File: src/design/pmt_cfg.svh
// Function
// - An 8-bit up-counter, period_counter, is readable and writable by the CPU.
// - The counter counts up from 00h and wraps to 00h on the increment after matching period_limit.
// - The counter is fed by the instruction clock through a prescaler of 1, 4 or 16 set by bits 1:0.
// - Each match clocks a 4-bit postscaler whose output is the timer interrupt event.
// - The postscaled event sets match_irq_flag in bit 1 of the flags register until software clears it.
// - Prescaler and postscaler clear on a counter write, a control write and every reset.
// - A control write leaves the counter value unchanged.
// - Any reset clears the counter to zero.
// - period_limit is an 8-bit read/write register that resets to all ones.
// - timer_run, bit 2 of control, gates counting so that a stopped timer uses little power.
// - Control sits at 12h: bit 7 reads zero, bits 6:3 postscale, bit 2 run, bits 1:0 prescale.
// - The counter and match timing are offered to the PWM unit as its time base.
// - match_irq_flag is set on the postscaled match event whatever the enables are.
// - The request reaches the CPU only when the local, peripheral and global enables are all set.
`ifndef PMT_CFG_SVH
`define PMT_CFG_SVH

// ------------------------------------------------------------
// Register byte addresses (printed offset times four)
// ------------------------------------------------------------
`define PMT_IDX_FLAGS      8'h0C
`define PMT_IDX_COUNT      8'h11
`define PMT_IDX_CTRL       8'h12
`define PMT_IDX_ENABLES    8'h8C
`define PMT_IDX_PERIOD     8'h92
`define PMT_IDX_GLOBAL     8'h0B
`define PMT_ADDR_FLAGS     10'h030
`define PMT_ADDR_COUNT     10'h044
`define PMT_ADDR_CTRL      10'h048
`define PMT_ADDR_ENABLES   10'h230
`define PMT_ADDR_PERIOD    10'h248
`define PMT_ADDR_GLOBAL    10'h02C

// ------------------------------------------------------------
// Field positions and reset values
// ------------------------------------------------------------
`define PMT_BIT_MATCH      1
`define PMT_BIT_RUN        2
`define PMT_BIT_GLOBAL_EN  7
`define PMT_BIT_PERIPH_EN  6
`define PMT_CTRL_MASK      8'h7F
`define PMT_CTRL_RESET     7'h00
`define PMT_COUNT_RESET    8'h00
`define PMT_PERIOD_RESET   8'hFF
`define PMT_INSTR_DIV      2'h3

`endif

File: src/design/pmt_pkg.sv
package pmt_pkg;

   // ---------------------------------------------------------
   // Control register layout
   // ---------------------------------------------------------
   typedef struct packed {
      logic [3:0] match_divide_select;
      logic       timer_run;
      logic [1:0] input_divide_select;
   } pmt_ctrl_t;

   // ---------------------------------------------------------
   // Time base offered to the PWM unit
   // ---------------------------------------------------------
   typedef struct packed {
      logic [7:0] period_counter;
      logic       match;
      logic       tick;
   } pmt_timebase_t;

endpackage : pmt_pkg

File: src/design/pmt_prescaler.sv
`timescale 1ns/1ps
`include "pmt_cfg.svh"

module pmt_prescaler
(
   // Clock and reset
   input  wire logic       mclk_in,
   input  wire logic       rst_n_in,
   input  wire logic       clk_en_in,
   // Control
   input  wire logic       clear_in,
   input  wire logic       run_in,
   input  wire logic [1:0] select_in,
   // Output
   output logic            tick_out
);

   logic [1:0] quarter;
   logic [3:0] pre_count;
   logic       instr_tick;
   logic       pre_done;

   // ---------------------------------------------------------
   // Instruction clock: one tick every four clocks
   // ---------------------------------------------------------
   assign instr_tick = (quarter == `PMT_INSTR_DIV);

   always_ff @(posedge mclk_in or negedge rst_n_in)
   begin
      if (!rst_n_in)
         quarter <= 2'h0;
      else if (clk_en_in)
         quarter <= quarter + 2'h1;
   end

   // ---------------------------------------------------------
   // Prescaler
   // ---------------------------------------------------------
   always_comb
   begin
      if (select_in[1])
         pre_done = (pre_count == 4'hF);
      else if (select_in[0])
         pre_done = (pre_count[1:0] == 2'h3);
      else
         pre_done = 1'b1;
   end

   // Stopped timer holds pre_count; only the quarter counter keeps toggling
   always_ff @(posedge mclk_in or negedge rst_n_in)
   begin
      if (!rst_n_in)
         pre_count <= 4'h0;
      else if (clk_en_in)
      begin
         if (clear_in)
            pre_count <= 4'h0;
         else if (run_in && instr_tick)
            pre_count <= pre_done ? 4'h0 : pre_count + 4'h1;
      end
   end

   always_ff @(posedge mclk_in or negedge rst_n_in)
   begin
      if (!rst_n_in)
         tick_out <= 1'b0;
      else if (clk_en_in)
         tick_out <= !clear_in && run_in && instr_tick && pre_done;
   end

endmodule : pmt_prescaler

File: src/design/pmt_timer.sv
// Register access over APB is this design's own decision.
`timescale 1ns/1ps
`include "pmt_cfg.svh"

module pmt_timer
(
   // Clock and reset
   input  wire logic               mclk_in,
   input  wire logic               rst_n_in,
   input  wire logic               clk_en_in,
   // APB slave
   input  wire logic               psel_in,
   input  wire logic               penable_in,
   input  wire logic               pwrite_in,
   input  wire logic [11:0]        paddr_in,
   input  wire logic [31:0]        pwdata_in,
   input  wire logic [3:0]         pstrb_in,
   output logic      [31:0]        prdata_out,
   output logic                    pready_out,
   output logic                    pslverr_out,
   // Interrupt and time base
   output logic                    irq_out,
   output pmt_pkg::pmt_timebase_t  timebase_out
);

   pmt_pkg::pmt_ctrl_t ctrl;
   logic [7:0] period_counter;
   logic [7:0] period_limit;
   logic [3:0] post_count;
   logic       match_irq_flag;
   logic       match_irq_enable;
   logic       periph_irq_enable;
   logic       global_irq_enable;
   logic       pre_tick;
   logic       at_limit;
   logic       count_step;
   logic       post_event;
   logic       setup;
   logic       wr;
   logic       wr_count;
   logic       wr_ctrl;
   logic       wr_flags;
   logic       wr_enables;
   logic       wr_period;
   logic       wr_global;
   logic       mapped;
   logic       divider_clear;
   logic [7:0] next_read;

   // ---------------------------------------------------------
   // Bus decode
   // ---------------------------------------------------------
   // Writes land at the access edge where the master sees ready, never earlier
   assign setup      = psel_in && !penable_in;
   assign wr         = psel_in && penable_in && pready_out && pwrite_in && pstrb_in[0];
   assign wr_count   = wr && (paddr_in[11:2] == `PMT_ADDR_COUNT >> 2) ? 1'b1 : 1'b0;
   assign wr_ctrl    = wr && (paddr_in[11:2] == `PMT_ADDR_CTRL >> 2);
   assign wr_flags   = wr && (paddr_in[11:2] == `PMT_ADDR_FLAGS >> 2);
   assign wr_enables = wr && (paddr_in[11:2] == `PMT_ADDR_ENABLES >> 2);
   assign wr_period  = wr && (paddr_in[11:2] == `PMT_ADDR_PERIOD >> 2);
   assign wr_global  = wr && (paddr_in[11:2] == `PMT_ADDR_GLOBAL >> 2);

   assign divider_clear = wr_count || wr_ctrl;

   always_comb
   begin
      mapped    = 1'b1;
      next_read = 8'h00;
      unique case (paddr_in[11:2])
         `PMT_ADDR_FLAGS >> 2:
            next_read = {6'h00, match_irq_flag, 1'b0};
         `PMT_ADDR_COUNT >> 2:
            next_read = period_counter;
         `PMT_ADDR_CTRL >> 2:
            next_read = {1'b0, ctrl};
         `PMT_ADDR_ENABLES >> 2:
            next_read = {6'h00, match_irq_enable, 1'b0};
         `PMT_ADDR_PERIOD >> 2:
            next_read = period_limit;
         `PMT_ADDR_GLOBAL >> 2:
            next_read = {global_irq_enable, periph_irq_enable, 6'h00};
         default:
            mapped = 1'b0;
      endcase
   end

   // ---------------------------------------------------------
   // APB answer: ready in the access cycle, error if unmapped
   // ---------------------------------------------------------
   always_ff @(posedge mclk_in or negedge rst_n_in)
   begin
      if (!rst_n_in)
      begin
         pready_out  <= 1'b0;
         pslverr_out <= 1'b0;
         prdata_out  <= 32'h0000_0000;
      end
      else if (clk_en_in)
      begin
         pready_out  <= setup;
         pslverr_out <= setup && !mapped;
         prdata_out  <= (setup && !pwrite_in) ? {24'h000000, next_read} : 32'h0000_0000;
      end
   end

   // ---------------------------------------------------------
   // Control and period registers
   // ---------------------------------------------------------
   always_ff @(posedge mclk_in or negedge rst_n_in)
   begin
      if (!rst_n_in)
         ctrl <= `PMT_CTRL_RESET;
      else if (clk_en_in && wr_ctrl)
         ctrl <= pwdata_in[6:0];
   end

   always_ff @(posedge mclk_in or negedge rst_n_in)
   begin
      if (!rst_n_in)
         period_limit <= `PMT_PERIOD_RESET;
      else if (clk_en_in && wr_period)
         period_limit <= pwdata_in[7:0];
   end

   // ---------------------------------------------------------
   // Prescaler
   // ---------------------------------------------------------
   pmt_prescaler u_prescaler
   (
      .mclk_in   (mclk_in),
      .rst_n_in  (rst_n_in),
      .clk_en_in (clk_en_in),
      .clear_in  (divider_clear),
      .run_in    (ctrl.timer_run),
      .select_in (ctrl.input_divide_select),
      .tick_out  (pre_tick)
   );

   // ---------------------------------------------------------
   // Counter
   // ---------------------------------------------------------
   assign at_limit   = (period_counter == period_limit);
   // A tick racing a control write is dropped, since the write restarts division
   assign count_step = pre_tick && ctrl.timer_run && !divider_clear;

   always_ff @(posedge mclk_in or negedge rst_n_in)
   begin
      if (!rst_n_in)
         period_counter <= `PMT_COUNT_RESET;
      else if (clk_en_in)
      begin
         if (wr_count)
            period_counter <= pwdata_in[7:0];
         else if (count_step)
            period_counter <= at_limit ? 8'h00 : period_counter + 8'h01;
      end
   end

   // ---------------------------------------------------------
   // Postscaler
   // ---------------------------------------------------------
   assign post_event = count_step && at_limit &&
                       (post_count == ctrl.match_divide_select);

   always_ff @(posedge mclk_in or negedge rst_n_in)
   begin
      if (!rst_n_in)
         post_count <= 4'h0;
      else if (clk_en_in)
      begin
         if (divider_clear)
            post_count <= 4'h0;
         else if (count_step && at_limit)
            post_count <= post_event ? 4'h0 : post_count + 4'h1;
      end
   end

   // ---------------------------------------------------------
   // Interrupt flag and enables
   // ---------------------------------------------------------
   // Set wins over a software clear in the same cycle
   always_ff @(posedge mclk_in or negedge rst_n_in)
   begin
      if (!rst_n_in)
         match_irq_flag <= 1'b0;
      else if (clk_en_in)
      begin
         if (post_event)
            match_irq_flag <= 1'b1;
         else if (wr_flags)
            match_irq_flag <= pwdata_in[`PMT_BIT_MATCH];
      end
   end

   always_ff @(posedge mclk_in or negedge rst_n_in)
   begin
      if (!rst_n_in)
         match_irq_enable <= 1'b0;
      else if (clk_en_in && wr_enables)
         match_irq_enable <= pwdata_in[`PMT_BIT_MATCH];
   end

   always_ff @(posedge mclk_in or negedge rst_n_in)
   begin
      if (!rst_n_in)
      begin
         periph_irq_enable <= 1'b0;
         global_irq_enable <= 1'b0;
      end
      else if (clk_en_in && wr_global)
      begin
         periph_irq_enable <= pwdata_in[`PMT_BIT_PERIPH_EN];
         global_irq_enable <= pwdata_in[`PMT_BIT_GLOBAL_EN];
      end
   end

   always_ff @(posedge mclk_in or negedge rst_n_in)
   begin
      if (!rst_n_in)
         irq_out <= 1'b0;
      else if (clk_en_in)
         irq_out <= match_irq_flag && match_irq_enable &&
                    periph_irq_enable && global_irq_enable;
   end

   // ---------------------------------------------------------
   // PWM time base
   // ---------------------------------------------------------
   always_ff @(posedge mclk_in or negedge rst_n_in)
   begin
      if (!rst_n_in)
         timebase_out <= '0;
      else if (clk_en_in)
      begin
         timebase_out.period_counter <= period_counter;
         timebase_out.match          <= count_step && at_limit;
         timebase_out.tick           <= count_step;
      end
   end

endmodule : pmt_timer

File: config.mk
export PLATFORM = sky130hd
export DESIGN_NAME = pmt_timer
export DESIGN_NICKNAME = d
export VERILOG_FILES = /design/src/design/pmt_pkg.sv /design/src/design/pmt_prescaler.sv /design/src/design/pmt_timer.sv
export VERILOG_INCLUDE_DIRS = /design/src /design/src/design
export SDC_FILE = /design/constraint.sdc
export NUM_CORES = 1
export LEC_CHECK = 0
export BUFFER_PORTS_ARGS = -buffer_cell sky130_fd_sc_hd__buf_2
export CORE_ASPECT_RATIO = 0.6
export CORE_MARGIN = 1
export CORE_UTILIZATION = 37
export DETAILED_ROUTE_END_ITERATION = 8
export GPL_TIMING_DRIVEN = 0
export PLACE_DENSITY = 0.69
export SETUP_SLACK_MARGIN = 0.2
export SYNTH_ARGS = -nofsm -noshare
export SYNTH_HDL_FRONTEND = slang
export SYNTH_HIERARCHICAL = 1
export SYNTH_SLANG_ARGS = --single-unit
File: constraint.sdc
create_clock -name mclk_in -period 5.2 [get_ports mclk_in]
set_input_delay 1.04 -clock mclk_in [delete_from_list [all_inputs] [get_ports mclk_in]]
set_output_delay 1.04 -clock mclk_in [all_outputs]
set_load 0.05 [all_outputs]
==> run metrics <==
sequential element share of the synthesized area=44.66%; Root Buffer=clkbuf_16; Synth async-reset ratio=100.0%; H-tree depth=3; post-cts hold buffer count=0; drt drc=0; Ys Warns=6; setup bufs post-CTS=0; io pins=99; critical path's top delay family=simple AND/OR/NAND/NOR gates; CTS Buf Count=9; GRT Overall Usage=roughly a fifth; clock sink count=59; Worst VDD drop=0.1668 mV; Worst Max-Slew Pin Slew=941.5 ps; antenna violations before repair=0; Crit Path Category=in -> reg; Filler cells=around 840; die height=roughly 75 microns; Final Hold Fails=0; CTS Buffer Depth=2; Worst EP arrival=around 3300 ps; Detailed Route WL=between 8000 and 9000 microns; multi-input logic area=1624 sq um; Core Region=roughly 8600 sq um; DP Wirelength=6237 microns; Startpoint Class=primary input; RSZ-0062 raised after global routing=false; Critical Path Sink Type=register; Syn Inst Count=311; Tcrit/Tclk final=59.15%; via count=2700; skew final=approximately 7 ps; Most used DFF post-synth=dfrtp_1; Buf+Inv Stages, Crit Path=1; Post-synth EDFFs=0; WL/cell=17.13 microns; DRT iter0 DRCs=322; Comb power frac=10.6%; Lkg Pwr=1.954 nW; Max Fclk=roughly 330 MHz; Final nets=between 400 and 500; sequential share of power=41.8%; Initial Util=38.61%; min-delay worst type=reg -> reg; NetSw=0.3006 mW; Die X=124.4 microns; vias in the first global route=2656; CP Max Fanout=11; DR pass1 iterations=8; commonest cells after routing, fill and taps aside=51 x dfrtp_1, 47 x buf_2, 27 x mux2_2; Post-Syn Area=3328 sq um; MaxCap Viol Count=0; Placed Area=about 3800 sq um; Rows=26; Critical Path Max Stage Delay=710 ps; sequential cell area=1486 sq um; post-DR vias/cell=5.325; worst path required time=5460 ps; CTS tree=built; internal power=0.8383 mW; Setup TNS=0 ps; commonest non-fill, non-tap cell in the layout=dfrtp_1; distinct cell type count after synthesis=62; Worst-Skew Late Latency=~340 ps; Slowest-stage cell, CP=nor4_1; Final setup viols=0; die area=9391 sq um; Routed Antenna Nets=0; min Tclk post-route=3076 ps; largest net degree at the start of global routing=60; status=finished clean; Antenna diodes=0; gpl congestion=roughly 0.89; layout cells sized above 1=33.67%; cell area after layout=4055 sq um; Net Sw Frac=26.39%; max_slew headroom=36.65%; FF+latch count, synth=59; CTS resizes=0; global-route wire length before repair=14190 microns; area grow syn2layout=21.84%; I/O Buffers=45; clock slew at reported path FFs=50 ps; pwr/cell area=approximately 280 nW/um^2; Mapped Avg Cell Area=10.70 sq um; max-slew violation count=0; clock share of power=a little under half; crit-path cells=buf_2 -> nor4_1 -> nand3_1 -> nor2_1 -> a21o_1 -> nand2_2 -> o31a_1 -> o21ai_1; grt total ovfl=0
## power by group through the flow
stage | clock network, mW | registers, mW | logic [mW]
4_1_cts | 0.552 | 0.476 | 0.120
6_report | 0.543 | 0.476 | 0.121
3_5_place_dp | 0 | 0.484 | 0.121
2_1_floorplan | 0 | 0.487 | 0.0800
5_1_grt | 0.576 | 0.477 | 0.132
3_3_place_gp | 0 | 0.483 | 0.118
## cell usage after synthesis (2+ instances only)
| cell type | count | area [sq um] |
|---|---|---|
| dfrtp_1 | 51 | 1276 |
| a31oi_1 | 2 | 12.51 |
| o2bb2ai_1 | 7 | 61.31 |
| xor2_1 | 14 | 122.6 |
| nor2_1 | 8 | 30.03 |
| ha_1 | 4 | 50.05 |
| nand4_1 | 2 | 12.51 |
| a22o_1 | 2 | 17.52 |
| and3_1 | 8 | 50.05 |
| nor2b_1 | 7 | 43.79 |
| o31ai_1 | 2 | 15.01 |
| nor4_1 | 5 | 31.28 |
| a21oi_1 | 4 | 20.02 |
| a22oi_1 | 3 | 22.52 |
| nor3b_1 | 2 | 15.01 |
| clkbuf_1 | 5 | 18.77 |
| nand4b_1 | 4 | 35.03 |
| o41ai_1 | 3 | 26.28 |
| o22ai_1 | 13 | 81.33 |
| a32oi_1 | 5 | 43.79 |
| a21o_1 | 3 | 22.52 |
| buf_4 | 24 | 180.2 |
| nor4b_1 | 2 | 17.52 |
| inv_1 | 24 | 90.09 |
| nand2_1 | 11 | 41.29 |
| mux2_2 | 27 | 304.0 |
| nand3_1 | 10 | 50.05 |
| a222oi_1 | 6 | 60.06 |
| o21ai_0 | 6 | 30.03 |
| buf_2 | 3 | 15.01 |
| dfstp_2 | 8 | 210.2 |
| o211ai_1 | 6 | 45.04 |
## stage by stage
stage	cells	power, mW	worst slack (ps)	utilization [%]	hold WS, ps
floorplan	334	0.5666	2312	-	448.0
global placement	491	0.6006	1898	43.85	465.5
detailed placement	491	0.6044	1794	43.85	470.8
CTS	507	1.149	2141	47.01	476.9
global route	507	1.186	1847	47.04	505.5
finish	507	1.139	2124	47.04	472.3
## layer usage
metal	vias to the layer above	GRT usage (%)	wire length, microns
li1	1272	-	-
met1	1297	28.81	4181
met2	122	28.91	3507
met3	9	6.742	903
met4	0	8.032	93
met5	-	0	0
## flip-flops by register name (all words and copies together) (netlist names), 2 cells and up
name	count
ctrl	7
period_counter	8
period_limit	8
post_count	4
prdata_out	8
timebase_out	10
u_prescaler/pre_count	4
u_prescaler/quarter	2
## area by class of cell
| class | count | area share [%] |
|---|---|---|
| flip-flops and latches | 59 | 36.66 |
| plain buffers | 32 | 5.276 |
| clock buffers | 11 | 5.986 |
| well taps | 112 | 3.456 |
| clock inverters | 5 | 0.7405 |
| multi-input cells | 219 | 40.05 |
| repair buffers | 45 | 5.616 |
| inverters | 24 | 2.222 |
## path summary, 6_finish.rpt
path / depth (start not counted) / slack, ps / from / endpoint
max: 8 / 2120 / paddr_in[9] / u_prescaler/pre_count[2]
min: 1 / 470 / u_prescaler/quarter[0] / u_prescaler/quarter[0]
max reg2reg: 5 / 2720 / period_counter[3] / period_counter[2]
min reg2reg: 1 / 470 / u_prescaler/quarter[0] / u_prescaler/quarter[0]
max in group asynchronous: 1 / 3930 / rst_n_in / period_counter[0]
min in group asynchronous: 1 / 760 / rst_n_in / post_count[3]
## cell families after synthesis
logic type,Yosys count,share of synthesized area [%]
flops,59,44.66
xor+xnor,14,3.684
fa+ha+maj,4,1.504
compound gates,76,17.90
mux,29,9.887
simple gates,72,13.12
buf+inv,56,9.135
other cells,1,0.1127
(Power assumes the default switching activity.)
